### src/swcfg_defines.svh
/*
  Offsets, field positions, reset values and timing figures of the
  selective wake configuration bank.
  Assumes inclusion by bare name from the design and bench files.
*/
`ifndef SWCFG_DEFINES_SVH
`define SWCFG_DEFINES_SVH

`define SWCFG_ADDR_PAYLOAD3 7'h30
`define SWCFG_ADDR_PAYLOAD2 7'h31
`define SWCFG_ADDR_PAYLOAD1 7'h32
`define SWCFG_ADDR_PAYLOAD0 7'h33
`define SWCFG_ADDR_FD_CFG 7'h34
`define SWCFG_ADDR_OSC_TRIM 7'h38
`define SWCFG_ADDR_OPTIONS 7'h39
`define SWCFG_ADDR_CAL_HIGH 7'h3A

`define SWCFG_IDX_FD_CFG 3'h4
`define SWCFG_IDX_OSC_TRIM 3'h5
`define SWCFG_IDX_OPTIONS 3'h6
`define SWCFG_IDX_CAL_HIGH 3'h7

`define SWCFG_CMD_ADDR_MSB 6
`define SWCFG_CMD_MODE_BIT 7
`define SWCFG_CMD_DATA_MSB 15
`define SWCFG_CMD_DATA_LSB 8

`define SWCFG_FD_ECD_BIT 5
`define SWCFG_FD_BYP_BIT 4
`define SWCFG_FD_FT_MSB 3
`define SWCFG_FD_FT_LSB 1
`define SWCFG_FD_EN_BIT 0
`define SWCFG_TRIM_MSB 6
`define SWCFG_TRIM_RSVD_BIT 7
`define SWCFG_OPT_SEL_BIT 7
`define SWCFG_OPT_RSVD_MSB 4

`define SWCFG_UNLOCK_KEY 2'h3

`define SWCFG_PAYLOAD_RST 8'h00
`define SWCFG_FD_ECD_RST 1'h0
`define SWCFG_FD_BYP_RST 1'h0
`define SWCFG_FD_FT_RST 3'h0
`define SWCFG_FD_EN_RST 1'h0
`define SWCFG_OPT_SEL_RST 1'h0
`define SWCFG_CAL_RST 8'h00
`define SWCFG_FT_LONG_CODE 3'h7

`define SWCFG_CLK_MHZ 40
`define SWCFG_FILT_STEP_NS 50
`define SWCFG_FILT_LONG_NS 700

`endif

### src/swcfg_pkg.sv
/*
  Types shared by the selective wake configuration bank.
  Assumes nothing beyond the defines header.
*/
package swcfg_pkg;
  typedef logic [7:0] swcfg_byte_t;
  typedef logic [15:0] swcfg_cmd_t;
  typedef logic [2:0] swcfg_idx_t;
  typedef logic [2:0] swcfg_ftime_t;
  typedef logic [6:0] swcfg_trim_t;
endpackage

### src/swcfg_cmd_decode.sv
/*
  Registered decoder of one 16-bit register command into index,
  write and read pulses and write data.
  Assumes commands arrive as whole words with a one-cycle valid.
*/
`timescale 1ns/1ps
`include "swcfg_defines.svh"

module swcfg_cmd_decode (
  input wire logic core_clk,
  input wire logic rst_n,
  input wire logic cmd_valid,
  input wire swcfg_pkg::swcfg_cmd_t cmd_word,
  output logic wr_pulse,
  output logic rd_pulse,
  output logic hit,
  output swcfg_pkg::swcfg_idx_t idx,
  output swcfg_pkg::swcfg_byte_t wdata,
  output logic unmapped
);
  import swcfg_pkg::*;

  localparam logic [6:0] ADDRS [8] = '{`SWCFG_ADDR_PAYLOAD3, `SWCFG_ADDR_PAYLOAD2,
    `SWCFG_ADDR_PAYLOAD1, `SWCFG_ADDR_PAYLOAD0, `SWCFG_ADDR_FD_CFG,
    `SWCFG_ADDR_OSC_TRIM, `SWCFG_ADDR_OPTIONS, `SWCFG_ADDR_CAL_HIGH};

  logic [7:0] hit_vec;
  logic any_hit;
  swcfg_idx_t idx_next;

  for (genvar i = 0; i < 8; i++) begin : g_match
    assign hit_vec[i] = (cmd_word[`SWCFG_CMD_ADDR_MSB:0] == ADDRS[i]);
  end

  assign any_hit = |hit_vec;

  always_comb begin
    idx_next = 3'h0;
    for (int i = 0; i < 8; i++) begin
      if (hit_vec[i]) begin
        idx_next = 3'(i);
      end
    end
  end

  // mode bit splits read and write
  always_ff @(posedge core_clk or negedge rst_n) begin
    if (!rst_n) begin
      wr_pulse <= 1'b0;
      rd_pulse <= 1'b0;
      hit <= 1'b0;
      unmapped <= 1'b0;
    end else begin
      wr_pulse <= cmd_valid && cmd_word[`SWCFG_CMD_MODE_BIT] && any_hit;
      rd_pulse <= cmd_valid && !cmd_word[`SWCFG_CMD_MODE_BIT];
      hit <= any_hit;
      unmapped <= cmd_valid && !any_hit;
    end
  end

  always_ff @(posedge core_clk or negedge rst_n) begin
    if (!rst_n) begin
      idx <= 3'h0;
      wdata <= 8'h00;
    end else if (cmd_valid) begin
      idx <= idx_next;
      wdata <= cmd_word[`SWCFG_CMD_DATA_MSB:`SWCFG_CMD_DATA_LSB];
    end
  end
endmodule

### src/swcfg_dom_filter.sv
/*
  Digital dominant filter for the FD tolerant receive path.
  Assumes rx_raw is synchronous to core_clk, low meaning dominant.
*/
`timescale 1ns/1ps
`include "swcfg_defines.svh"

module swcfg_dom_filter #(
  parameter int CNT_W = 5
) (
  input wire logic core_clk,
  input wire logic rst_n,
  input wire logic filter_enable,
  input wire swcfg_pkg::swcfg_ftime_t filter_time,
  input wire logic rx_raw,
  output logic rx_filtered
);
  import swcfg_pkg::*;

  localparam int STEP_CYC = (`SWCFG_FILT_STEP_NS * `SWCFG_CLK_MHZ + 999) / 1000;
  localparam int LONG_CYC = (`SWCFG_FILT_LONG_NS * `SWCFG_CLK_MHZ + 999) / 1000;

  if (LONG_CYC >= (1 << CNT_W) || STEP_CYC < 1) begin : g_bad_width
    $error("dominant filter counter too narrow");
  end

  logic [CNT_W-1:0] cnt_reg;
  logic [CNT_W-1:0] thr;

  always_comb begin
    if (filter_time == `SWCFG_FT_LONG_CODE) begin
      thr = CNT_W'(LONG_CYC);
    end else begin
      thr = CNT_W'((int'(filter_time) + 1) * STEP_CYC);
    end
  end

  always_ff @(posedge core_clk or negedge rst_n) begin
    if (!rst_n) begin
      cnt_reg <= '0;
      rx_filtered <= 1'b1;
    end else if (!filter_enable || rx_raw) begin
      cnt_reg <= '0;
      rx_filtered <= rx_raw;
    end else if (cnt_reg >= thr - CNT_W'(1)) begin
      rx_filtered <= 1'b0;
    end else begin
      cnt_reg <= cnt_reg + CNT_W'(1);
    end
  end
endmodule

### src/swcfg_regs.sv
/*
  Selective wake configuration bank: payload bytes, FD tolerant controls,
  oscillator trim, wake receiver select and calibration readback.
  Assumes whole 16-bit commands from an outside serial engine, and a
  trim unlock field, silence timeout and calibration value from elsewhere.
*/
`timescale 1ns/1ps
`include "swcfg_defines.svh"

// What this block does
// - Each payload register holds one expected wake byte, bit 0 least significant.
// - Reset loads zero into all payload bytes and the FD configuration.
// - Top two FD configuration bits read zero, also after restart.
// - Reserved read-only bits of the bank always read zero.
// - Error counter stops only when its disable and FD tolerant mode are set.
// - Bus silence timeout clears the error counter disable bit.
// - Bypass bit skips the analog filter; digital dominant filter stays.
// - Filter code 0 to 6 gives 50 to 350 ns, code 7 gives 700 ns.
// - FD bit 0 enables FD tolerant mode.
// - Trim value is writable only while unlock field is binary 11.
// - Receiver select writable only when unlocked; 0 low-power, 1 standard.
// - Calibration high register reads the oscillator calibration, zero after reset.
// - Options register resets with bits 7 to 5 clear, low-power receiver.
// - Each access is one 16-bit command: address, mode bit, data byte.
module swcfg_regs #(
  parameter logic [4:0] OPT_RSVD_PRESET = 5'h00,
  parameter logic TRIM_RSVD_PRESET = 1'b0,
  parameter logic [6:0] TRIM_PRESET = 7'h40
) (
  input wire logic core_clk,
  input wire logic rst_n,
  input wire logic cmd_valid,
  input wire swcfg_pkg::swcfg_cmd_t cmd_word,
  output swcfg_pkg::swcfg_byte_t rd_data,
  output logic rd_valid,
  output logic cmd_unmapped,
  input wire logic [1:0] trim_unlock,
  input wire logic silence_expired,
  input wire swcfg_pkg::swcfg_byte_t cal_value_in,
  input wire logic rx_raw,
  output logic rx_filtered,
  output swcfg_pkg::swcfg_byte_t payload_byte_three,
  output swcfg_pkg::swcfg_byte_t payload_byte_two,
  output swcfg_pkg::swcfg_byte_t payload_byte_one,
  output swcfg_pkg::swcfg_byte_t payload_byte_zero,
  output logic error_counter_run,
  output logic analog_filter_bypass,
  output swcfg_pkg::swcfg_ftime_t dominant_filter_time,
  output logic fd_tolerant_enable,
  output swcfg_pkg::swcfg_trim_t oscillator_trim_value,
  output logic wake_receiver_select
);
  import swcfg_pkg::*;

  logic wr_pulse;
  logic rd_pulse;
  logic hit;
  swcfg_idx_t idx;
  swcfg_byte_t wdata;
  swcfg_byte_t payload_reg [4];
  logic error_counter_disable_reg;
  logic trim_rsvd_reg;
  logic [4:0] opt_rsvd_reg;
  swcfg_byte_t cal_reg;
  swcfg_byte_t rmux;
  logic unlocked;
  logic fd_we;
  logic trim_we;
  logic opt_we;

  swcfg_cmd_decode u_decode (
    .core_clk(core_clk),
    .rst_n(rst_n),
    .cmd_valid(cmd_valid),
    .cmd_word(cmd_word),
    .wr_pulse(wr_pulse),
    .rd_pulse(rd_pulse),
    .hit(hit),
    .idx(idx),
    .wdata(wdata),
    .unmapped(cmd_unmapped)
  );

  assign unlocked = (trim_unlock == `SWCFG_UNLOCK_KEY);
  assign fd_we = wr_pulse && (idx == `SWCFG_IDX_FD_CFG);
  assign trim_we = wr_pulse && (idx == `SWCFG_IDX_OSC_TRIM);
  assign opt_we = wr_pulse && (idx == `SWCFG_IDX_OPTIONS);

  for (genvar i = 0; i < 4; i++) begin : g_payload
    always_ff @(posedge core_clk or negedge rst_n) begin
      if (!rst_n) begin
        payload_reg[i] <= `SWCFG_PAYLOAD_RST;
      end else if (wr_pulse && idx == 3'(i)) begin
        payload_reg[i] <= wdata;
      end
    end
  end

  assign payload_byte_three = payload_reg[0];
  assign payload_byte_two = payload_reg[1];
  assign payload_byte_one = payload_reg[2];
  assign payload_byte_zero = payload_reg[3];

  always_ff @(posedge core_clk or negedge rst_n) begin
    if (!rst_n) begin
      analog_filter_bypass <= `SWCFG_FD_BYP_RST;
      dominant_filter_time <= `SWCFG_FD_FT_RST;
      fd_tolerant_enable <= `SWCFG_FD_EN_RST;
    end else if (fd_we) begin
      analog_filter_bypass <= wdata[`SWCFG_FD_BYP_BIT];
      dominant_filter_time <= wdata[`SWCFG_FD_FT_MSB:`SWCFG_FD_FT_LSB];
      fd_tolerant_enable <= wdata[`SWCFG_FD_EN_BIT];
    end
  end

  // silence timeout clears disable
  // The timeout beats a write in the same cycle: the bus has gone quiet.
  always_ff @(posedge core_clk or negedge rst_n) begin
    if (!rst_n) begin
      error_counter_disable_reg <= `SWCFG_FD_ECD_RST;
    end else if (silence_expired) begin
      error_counter_disable_reg <= 1'b0;
    end else if (fd_we) begin
      error_counter_disable_reg <= wdata[`SWCFG_FD_ECD_BIT];
    end
  end

  assign error_counter_run = !(error_counter_disable_reg && fd_tolerant_enable);

  // trim writes need the unlock key
  always_ff @(posedge core_clk or negedge rst_n) begin
    if (!rst_n) begin
      oscillator_trim_value <= TRIM_PRESET;
    end else if (trim_we && unlocked) begin
      oscillator_trim_value <= wdata[`SWCFG_TRIM_MSB:0];
    end
  end

  // Reserved read-write fields keep what is written; software must not touch them
  always_ff @(posedge core_clk or negedge rst_n) begin
    if (!rst_n) begin
      trim_rsvd_reg <= TRIM_RSVD_PRESET;
      opt_rsvd_reg <= OPT_RSVD_PRESET;
    end else begin
      if (trim_we) begin
        trim_rsvd_reg <= wdata[`SWCFG_TRIM_RSVD_BIT];
      end
      if (opt_we) begin
        opt_rsvd_reg <= wdata[`SWCFG_OPT_RSVD_MSB:0];
      end
    end
  end

  // receiver select needs the unlock key
  always_ff @(posedge core_clk or negedge rst_n) begin
    if (!rst_n) begin
      wake_receiver_select <= `SWCFG_OPT_SEL_RST;
    end else if (opt_we && unlocked) begin
      wake_receiver_select <= wdata[`SWCFG_OPT_SEL_BIT];
    end
  end

  always_ff @(posedge core_clk or negedge rst_n) begin
    if (!rst_n) begin
      cal_reg <= `SWCFG_CAL_RST;
    end else begin
      cal_reg <= cal_value_in;
    end
  end

  always_comb begin
    rmux = 8'h00;
    case (idx)
      3'h0: rmux = payload_reg[0];
      3'h1: rmux = payload_reg[1];
      3'h2: rmux = payload_reg[2];
      3'h3: rmux = payload_reg[3];
      3'h4: rmux = {2'h0, error_counter_disable_reg, analog_filter_bypass,
        dominant_filter_time, fd_tolerant_enable};
      3'h5: rmux = {trim_rsvd_reg, oscillator_trim_value};
      3'h6: rmux = {wake_receiver_select, 2'h0, opt_rsvd_reg};
      3'h7: rmux = cal_reg;
      default: rmux = 8'h00;
    endcase
  end

  // read answer one cycle after decode
  always_ff @(posedge core_clk or negedge rst_n) begin
    if (!rst_n) begin
      rd_data <= 8'h00;
      rd_valid <= 1'b0;
    end else begin
      rd_valid <= rd_pulse;
      if (rd_pulse) begin
        rd_data <= hit ? rmux : 8'h00;
      end
    end
  end

  swcfg_dom_filter #(
    .CNT_W(5)
  ) u_filter (
    .core_clk(core_clk),
    .rst_n(rst_n),
    .filter_enable(fd_tolerant_enable),
    .filter_time(dominant_filter_time),
    .rx_raw(rx_raw),
    .rx_filtered(rx_filtered)
  );
endmodule
### config.mk
export PLATFORM = sky130hd
export DESIGN_NAME = swcfg_regs
export DESIGN_NICKNAME = d
export VERILOG_FILES = /design/src/swcfg_pkg.sv /design/src/swcfg_cmd_decode.sv /design/src/swcfg_dom_filter.sv /design/src/swcfg_regs.sv
export VERILOG_INCLUDE_DIRS = /design/src /design/src/src
export SDC_FILE = /design/constraint.sdc
export NUM_CORES = 1
export LEC_CHECK = 0
export ABC_AREA = 1
export BUFFER_PORTS_ARGS = -buffer_cell sky130_fd_sc_hd__buf_2
export CAP_MARGIN = 0
export CORE_MARGIN = 2
export CORE_UTILIZATION = 50
export DETAILED_ROUTE_END_ITERATION = 10
export GPL_ROUTABILITY_DRIVEN = 0
export PLACE_DENSITY = 0.73
export SLEW_MARGIN = 20
export SYNTH_ARGS = -nofsm -noshare
export SYNTH_HDL_FRONTEND = slang
export SYNTH_SLANG_ARGS = --single-unit
### constraint.sdc
create_clock -name core_clk -period 2.4 [get_ports core_clk]
set_clock_uncertainty 0.05 [all_clocks]
set_input_delay 0.48 -clock core_clk [delete_from_list [all_inputs] [get_ports core_clk]]
set_output_delay 0.48 -clock core_clk [all_outputs]
set_load 0.02 [all_outputs]
==> flow_summary.ini, run 1 <==
[place]
dpl.hpwl_mm = 7.731
io_buffers = 87
placedInstanceArea_sq_um = 4752
detailedPlace.worstSlack_ps = 250.5

[timing]
fin_crit_sh_pct = 89.95
hold_ws_ps = 47.25
tightest_slew_ps = 555.7
setup_viol = 0
rsz0062_at_grt = no
fin_ws_ps = 241.2
slew_headroom_pct = 62.96
finalHoldViolCount = 0
max_freq_mhz = 463.2
slew_violations = 0
period_needed_ps = 2159
timing.setup.tns_ps = 0

[worst_setup_path]
timing.reg2reg.worst_path_depth = 11
arrival_ps = 2410
cp_max_fo = 8
worstPathRequired_ps = 2660
endpoint_kind = register
critPathLaunchType = register
critPathKind = reg2reg
reg2reg_setup_slack_ps = 240

[drt]
drtPass1Iterations = 5
wire_per_inst_microns = 14.94
vias = 3828
drt-initial-drc-count = 333
drc = 0
drtAntennaViolNets = 0
vias_per_cell = 5.392
drt_wl_total_mm = 10.61

[yosys]
syn_nets = 554
synthCells = 517
syn_avg_cell_area_sq_um = 8.192
synth_area_sq_um = 4235
ys_seq_area_share_pct = 53.23
synth.distinct_cells = 29
ys_ff_latch = 90
synth.yosys.warnings = 0

[hold_path]
hp-class = in2async

[floorplan]
rows = 33
die_height_microns = 96.04
initial_core_util_pct = 51.55
dieArea_sq_um = 9223
pin_count = 88
core_area_sq_um = 8217
die_w_microns = 96.04

[global_routing]
grt_usage_pct = 24.50
antenna_found_initial = 0
grt_pass1_vias = 3419
grt_pass1_wl_mm = 16.88
grt_start_max_net_pins = 44
overflow = 0

[cts]
cts_hold_buffers = 0
path_clk_slew_ps = 90
root_buffer = clkbuf_8
cts_made_buffers = 9
ctsHtreeMaxLevel = 3
cts_num_sinks = 90
clock_path_buffers = 2
cts_tree = yes
worst_skew_pair.late_latency_ps = 360

[status]
status = finished clean

[flow_run]
maxCapViolCount = 0

[layout]
final_common_cell = nand2_1
final_cell_mix = nand2_1, dfrtp_1, buf_2
drive_gt1_share_pct = 19.34
final_nets = 637
area_growth_pct = 16.10
antenna_cells = 0
fin_area_sq_um = 4917

[power_and_ir_drop]
powerDensity_nw_per_um2 = 615.8
vdd_drop_max_mv = 0.3324
leakage_nw = 2.674
## where the power goes
part | internal, mW | leakage (nW) | switching (mW) | total, mW
Clock | 0.375 | 0.0870 | 0.527 | 0.902
Combinational | 0.136 | 1.40 | 0.319 | 0.455
Sequential | 1.60 | 1.19 | 0.0717 | 1.67
## synth_stat cells
| master | instances | area [sq um] |
|---|---|---|
| buf_6 | 3 | 33.78 |
| nor2_1 | 52 | 195.2 |
| nand3_1 | 40 | 200.2 |
| o21bai_1 | 1 | 7.510 |
| inv_1 | 44 | 165.2 |
| a21oi_1 | 11 | 55.05 |
| xor2_1 | 2 | 17.52 |
| nand4_1 | 34 | 212.7 |
| clkbuf_2 | 1 | 5.000 |
| nand2_1 | 137 | 514.2 |
| ha_1 | 6 | 75.07 |
| nor2b_1 | 1 | 6.260 |
| clkinv_1 | 1 | 3.750 |
| a211oi_1 | 1 | 7.510 |
| dfstp_2 | 2 | 52.55 |
| buf_4 | 1 | 7.510 |
| buf_2 | 9 | 45.04 |
| dfrtp_1 | 88 | 2202 |
| nand3b_1 | 1 | 7.510 |
| o211ai_1 | 1 | 7.510 |
| a31oi_1 | 1 | 6.260 |
| xnor2_1 | 1 | 8.760 |
| nor2_4 | 2 | 22.52 |
| clkbuf_1 | 7 | 26.28 |
| o22ai_1 | 1 | 6.260 |
| inv_2 | 1 | 3.750 |
| buf_1 | 2 | 7.510 |
| o21ai_0 | 64 | 320.3 |
| nor2_2 | 2 | 12.51 |
## kinds of logic after synthesis
kind of cell / Yosys count / synth area share [%]
DFF: 90 / 53.23
and+or+nand+nor: 269 / 27.65
xor gates and xnor gates: 3 / 0.6205
adders and majority gates: 6 / 1.772
AOI/OAI and AO/OA: 80 / 9.690
buffers and inverters: 69 / 7.031
## critical path: stages (launching register included)
cell,delay (ps)
dfrtp_2,460
ha_1,320
nor2_1,160
a31oi_1,120
ha_1,300
nand2_1,70
nand2_1,50
inv_1,50
nand2_1,70
nor2b_1,260
nand3_1,120
nand2_1,80
## final timing paths
kind / from / endpoint
max: dominant_filter_time[0]$_DFFE_PN0P_ / u_filter.cnt_reg[3]$_DFFE_PN0P_
min: rst_n / payload_byte_two[2]$_DFFE_PN0P_
max reg2reg: dominant_filter_time[0]$_DFFE_PN0P_ / u_filter.cnt_reg[3]$_DFFE_PN0P_
min reg2reg: u_decode.rd_pulse$_DFF_PN0_ / rd_valid$_DFF_PN0_
max in group asynchronous: rst_n / u_filter.rx_filtered$_DFFE_PN1P_
min in group core_clk: cal_value_in[4] / cal_reg[4]$_DFF_PN0_
## area by class of cell
| type | count | area [sq um] |
|---|---|---|
| well taps | 105 | 131.4 |
| clock buffers | 11 | 131.4 |
| flip-flops and latches | 90 | 2256 |
| repair buffers | 95 | 510.5 |
| clock inverters | 5 | 32.53 |
| inverters | 46 | 172.7 |
| multi-input cells | 358 | 1683 |
| fillers | 773 | 3299 |
## timing repair
action / CTS / global route
setup buffers: 0 / 0
gates resized for setup: 0 / 1
setup endpoints to repair: 0 / 1
## per-layer routing
metal	GRT usage [%]	wire [microns]	up-vias
met4	10.48	212	0
met5	0	0	-
li1	-	-	1867
met3	2.897	742	15
met1	33.75	4475	1807
met2	39.35	5179	139
## metrics by stage
step / power (mW) / util [%] / std cells
5_1_grt: 3.169 / 59.84 / 710
3_3_place_gp: 2.145 / 57.83 / 694
4_1_cts: 3.046 / 59.83 / 710
6_report: 3.028 / 59.84 / 710
2_1_floorplan: 1.953 / - / 517
3_5_place_dp: 2.157 / 57.83 / 694
No activity file was read; power rests on OpenSTA's default activity.
==> run 2, diff against run 1 <==
--- a/config.mk
+++ b/config.mk
@@ -13,6 +13,7 @@
 export CORE_UTILIZATION = 50
 export DETAILED_ROUTE_END_ITERATION = 10
 export GPL_ROUTABILITY_DRIVEN = 0
+export GPL_TIMING_DRIVEN = 0
 export PLACE_DENSITY = 0.73
 export SLEW_MARGIN = 20
 export SYNTH_ARGS = -nofsm -noshare
==> flow_summary.ini, run 2 (synthesis results as in run 1) <==
[status]
status = finished clean

[worst_setup_path]
critPathKind = reg2reg
r2r_end = u_filter.rx_filtered$_DFFE_PN1P_
reg2reg_setup_slack_ps = 240
max_stage_delay_ps = 480
timing.reg2reg.worst_path_depth = 11
worstPathRequired_ps = 2670
cp_max_fo = 8
endpoint_kind = register
crit_top_cell = nand2_1
slowest_stage = dfrtp_1
crit_path_cell_trace = ha_1 > nor2_1 > a31oi_1 > ha_1 > nand2_1 > inv_1 > nand2_1 > nand2_1 > nor2b_1 > nand3_1 > nand2_1
rr_startpoint = dominant_filter_time[0]$_DFFE_PN0P_
arrival_ps = 2430
critPathLaunchType = register

[layout]
area_growth_pct = 19.50
final_common_cell = nand2_1
drive_gt1_share_pct = 19.97
final_cell_mix = nand2_1, buf_2, dfrtp_1
antenna_cells = 0
final_nets = 653

[cts]
worst_skew_pair.late_latency_ps = 370
cts_tree = yes
cts_hold_buffers = 0
clock_path_buffers = 2
path_clk_slew_ps = 90
ctsHtreeMaxLevel = 3
postCtsResizedCells = 0
post-cts-setup-buffers = 0
root_buffer = clkbuf_8
cts_num_sinks = 90
cts_made_buffers = 9

[power_and_ir_drop]
powerDensity_nw_per_um2 = 653.1
combPwrFrac_pct = 14.4
seq_power_share_pct = 50.3
p_sw_mw = 0.9189
p_sw_share_pct = 27.80
leakage_nw = 2.748
power.internal_mw = 2.387
pwr-share-clk_pct = 35.3
vdd_drop_max_mv = 0.3830

[global_routing]
overflow = 0
antenna_found_initial = 0
grt_pass1_wl_mm = 17.57
grt_usage_pct = 25.57
grt_start_max_net_pins = 48
grt_pass1_vias = 3495

[timing]
hold_ws_ps = 56.84
setup_viol = 0
slew_headroom_pct = 62.16
period_needed_ps = 2163
fin_crit_sh_pct = 90.12
tightest_slew_ps = 567.7
slew_violations = 0
rsz0062_at_grt = no
max_freq_mhz = 462.4
finalHoldViolCount = 0
timing.setup.tns_ps = 0

[drt]
drc = 0
drtAntennaViolNets = 0
wire_per_inst_microns = 15.00
drt_wl_total_mm = 10.89
vias_per_cell = 5.372
drt-initial-drc-count = 315
drtPass1Iterations = 5
vias = 3900

[floorplan]
dieArea_sq_um = 9223
initial_core_util_pct = 51.55
die_height_microns = 96.04
rows = 33
core_area_sq_um = 8217
pin_count = 88
die_w_microns = 96.04

[hold_path]
hp-class = in2async

[flow_run]
maxCapViolCount = 0

[place]
dpl.hpwl_mm = 8.027
io_buffers = 87
[run 2: cell types whose count changed in the layout (fill, tap and decap cells not counted), sizes merged]
| cell | change |
|---|---|
| buf | +8 |
| bufinv | +2 |
| clkbuf | +9 |
| clkinv | -3 |
[run 2: metal layers]
layer	vias to the layer above	track usage, %	part of all wire [%]
met2	135	39.47	47
met3	21	5.090	6.4
li1	1902	-	-
met5	-	0	0
met4	0	9.167	2.5
met1	1842	36.05	44
[run 2: power by group through the flow]
stage | Sequential (mW) | Combinational [mW] | Clock (mW)
final | 1.66 | 0.475 | 1.17
after global routing | 1.67 | 0.529 | 1.26
after CTS | 1.66 | 0.478 | 1.17
after detailed placement | 1.69 | 0.477 | 0
after global placement | 1.69 | 0.458 | 0
after floorplan | 1.75 | 0.207 | 0
[run 2: worst max path at each step]
stage | from | endpoint | slack [ps] | cells after the start
6_report | dominant_filter_time[0]$_DFFE_PN0P_ | u_filter.rx_filtered$_DFFE_PN1P_ | 240 | 11
3_3_place_gp | rst_n | rd_data[1]$_DFFE_PN0P_ | 60 | 1
2_1_floorplan | dominant_filter_time[0]$_DFFE_PN0P_ | u_filter.cnt_reg[0]$_DFFE_PN0P_ | 360 | 13
5_1_grt | dominant_filter_time[0]$_DFFE_PN0P_ | u_filter.cnt_reg[2]$_DFFE_PN0P_ | 30 | 11
3_5_place_dp | dominant_filter_time[0]$_DFFE_PN0P_ | u_filter.rx_filtered$_DFFE_PN1P_ | 250 | 11
4_1_cts | dominant_filter_time[0]$_DFFE_PN0P_ | u_filter.cnt_reg[2]$_DFFE_PN0P_ | 230 | 11
[run 2: area by class of cell]
cell class / count / area (sq um)
buffer: 23 / 125.1
clock buffer: 12 / 155.1
clock inverter: 4 / 73.82
fill: 745 / 3156
inverter: 46 / 172.7
multi-input combinational: 358 / 1683
sequential: 90 / 2255
tap: 105 / 131.4
timing repair buffer: 88 / 465.4
[run 2: critical path, delay by kind of cell, from the launching register on]
family	cells	cell delay, ps
AND/OR/NAND/NOR	7	800
AO/OA/AOI/OAI	1	110
buffers and inverters	1	50
adder cells (fa/ha/maj)	2	630
flip-flops	1	480
[run 2: through the flow]
step                power, mW  instances  util [%]  cell area [sq um]  worst slack [ps]
CTS                     3.315        726     61.60               5061             232.9
finish                  3.305        726     61.60               5061             237.2
global placement        2.149        709     58.44               4802             60.32
detailed placement      2.169        710     58.81               4832             248.0
global route            3.467        726     61.60               5061             27.47
floorplan               1.953        517         -               4235             362.0
==> run 3, diff against run 2 <==
--- a/config.mk
+++ b/config.mk
@@ -13,8 +13,8 @@
 export CORE_UTILIZATION = 50
 export DETAILED_ROUTE_END_ITERATION = 10
 export GPL_ROUTABILITY_DRIVEN = 0
-export GPL_TIMING_DRIVEN = 0
 export PLACE_DENSITY = 0.73
+export SETUP_SLACK_MARGIN = 0.4
 export SLEW_MARGIN = 20
 export SYNTH_ARGS = -nofsm -noshare
 export SYNTH_HDL_FRONTEND = slang
==> flow_summary.ini, run 3 (synthesis results as in run 1) <==
[drt]
drc = 0
drtAntennaViolNets = 0
vias_per_cell = 5.375
vias = 3827
wire_per_inst_microns = 14.84
drt-initial-drc-count = 286
drtPass1Iterations = 5
drt_wl_total_mm = 10.57

[timing]
max_freq_mhz = 507.0
tightest_slew_ps = 555.4
setup_viol = 0
slew_headroom_pct = 62.98
slew_violations = 0
rsz0062_at_grt = yes
timing.setup.tns_ps = 0
finalHoldViolCount = 0
period_needed_ps = 1972
fin_crit_sh_pct = 82.19

[power_and_ir_drop]
p_sw_mw = 0.9007
leakage_nw = 2.709
seq_power_share_pct = 51.8
combPwrFrac_pct = 14.4
p_sw_share_pct = 27.87
vdd_drop_max_mv = 0.3717
powerDensity_nw_per_um2 = 642.5
pwr-share-clk_pct = 33.9
power.internal_mw = 2.331

[layout]
drive_gt1_share_pct = 21.25
final_cell_mix = nand2_1, dfrtp_1, buf_2
final_nets = 639
multi_input_area_sq_um = 1739
fillers = 731
antenna_cells = 0
final_common_cell = nand2_1
area_growth_pct = 18.76
register_area_sq_um = 2257
finalNonFillerCells = 712

[status]
status = finished clean

[cts]
worst_skew_pair.late_latency_ps = 350
ctsHtreeMaxLevel = 3
root_buffer = clkbuf_8
path_clk_slew_ps = 80
clock_path_buffers = 2
cts_made_buffers = 9
cts_num_sinks = 90
cts_tree = yes
cts_hold_buffers = 0

[global_routing]
grt_pass1_wl_mm = 17.00
grt_start_max_net_pins = 44
antenna_found_initial = 0
grt_pass1_vias = 3408
grt_usage_pct = 24.34
overflow = 0

[worst_setup_path]
arrival_ps = 2170
timing.reg2reg.worst_path_depth = 14
worstPathRequired_ps = 2600
critPathKind = reg2reg
critPathLaunchType = register
cp_max_fo = 6
endpoint_kind = register

[floorplan]
die_height_microns = 96.04
pin_count = 88
initial_core_util_pct = 51.55
die_w_microns = 96.04
rows = 33
dieArea_sq_um = 9223
core_area_sq_um = 8217

[place]
dpl.cell_count = 694
dpl.hpwl_mm = 7.486
io_buffers = 87

[hold_path]
hp-class = in2async

[flow_run]
maxCapViolCount = 0
[run 3: cell count changes in the layout (fill, tap and decap cells not counted), moves of 2 or more]
cell / previous run / this run
dfrtp_2: 0 / 2
nand2_1: 137 / 134
buf_1: 2 / 0
inv_1: 44 / 42
buf_2: 95 / 86
nand3_2: 0 / 2
nand2_2: 0 / 2
clkbuf_1: 8 / 4
buf_4: 2 / 10
dfrtp_1: 88 / 86
buf_6: 3 / 0
nand3_1: 40 / 38
clkbuf_8: 11 / 9
inv_2: 1 / 3
[run 3: path summary, 6_finish.rpt]
path / startpoint / end / slack, ps
max: dominant_filter_time[0]$_DFFE_PN0P_ / u_filter.cnt_reg[0]$_DFFE_PN0P_ / 430
min: rst_n / payload_byte_two[1]$_DFFE_PN0P_ / 50
max reg2reg: dominant_filter_time[0]$_DFFE_PN0P_ / u_filter.cnt_reg[0]$_DFFE_PN0P_ / 430
min reg2reg: u_decode.rd_pulse$_DFF_PN0_ / rd_valid$_DFF_PN0_ / 360
max in group asynchronous: rst_n / oscillator_trim_value[6]$_DFFE_PN1P_ / 1620
min in group core_clk: cal_value_in[5] / cal_reg[5]$_DFF_PN0_ / 180
[run 3: what timing repair did]
item | 4_1_cts | 5_1_grt
setup buffers | 2 | 0
setup endpoints to repair | 6 | 29
resized for setup | 5 | 10
pin swaps | 2 | 8
[run 3: critical path: stages, from the launching register on]
cell	delay, ps
dfrtp_2	430
ha_4	290
inv_1	40
nor2_1	80
o22ai_1	90
ha_1	310
nand2_1	50
nand2_1	50
nand2_1	60
nand2_2	100
inv_2	50
nand2_4	90
nand2_2	60
nand2_1	60
nand2_1	50
[run 3: layout make-up]
class / instances / share of cell area, %
clock buffers: 13 / 2.761
clock inverters: 3 / 1.294
inverters: 46 / 3.433
multi-input cells: 358 / 34.58
flip-flops and latches: 90 / 44.88
well taps: 105 / 2.612
repair buffers: 97 / 10.45
[run 3: power by group through the flow]
| stage | Combinational, mW | Clock [mW] | Sequential (mW) |
|---|---|---|---|
| 6_report | 0.464 | 1.09 | 1.67 |
| 2_1_floorplan | 0.207 | 0 | 1.75 |
| 3_3_place_gp | 0.442 | 0 | 1.70 |
| 5_1_grt | 0.518 | 1.18 | 1.68 |
| 4_1_cts | 0.461 | 1.10 | 1.67 |
| 3_5_place_dp | 0.452 | 0 | 1.70 |
[run 3: stage by stage]
step	worst slack, ps	area [sq um]	hold WS, ps	total power [mW]	util (%)
2_1_floorplan	406.5	4237	134.4	1.953	-
3_3_place_gp	384.8	4753	337.5	2.142	57.85
3_5_place_dp	259.5	4753	340.2	2.154	57.85
4_1_cts	422.2	4995	71.42	3.232	60.79
5_1_grt	335.7	5030	94.57	3.379	61.22
6_report	427.5	5030	52.25	3.232	61.22
[run 3: routing by layer]
layer  wire, microns  track usage, %  up-vias  share of wire [%]
met5               0               0        -                  0
met2            5164           38.48      124                 49
met1            4605           34.49     1819                 44
li1                -               -     1872                  -
met4             111           6.667        0                1.1
met3             683           4.699       12                6.5
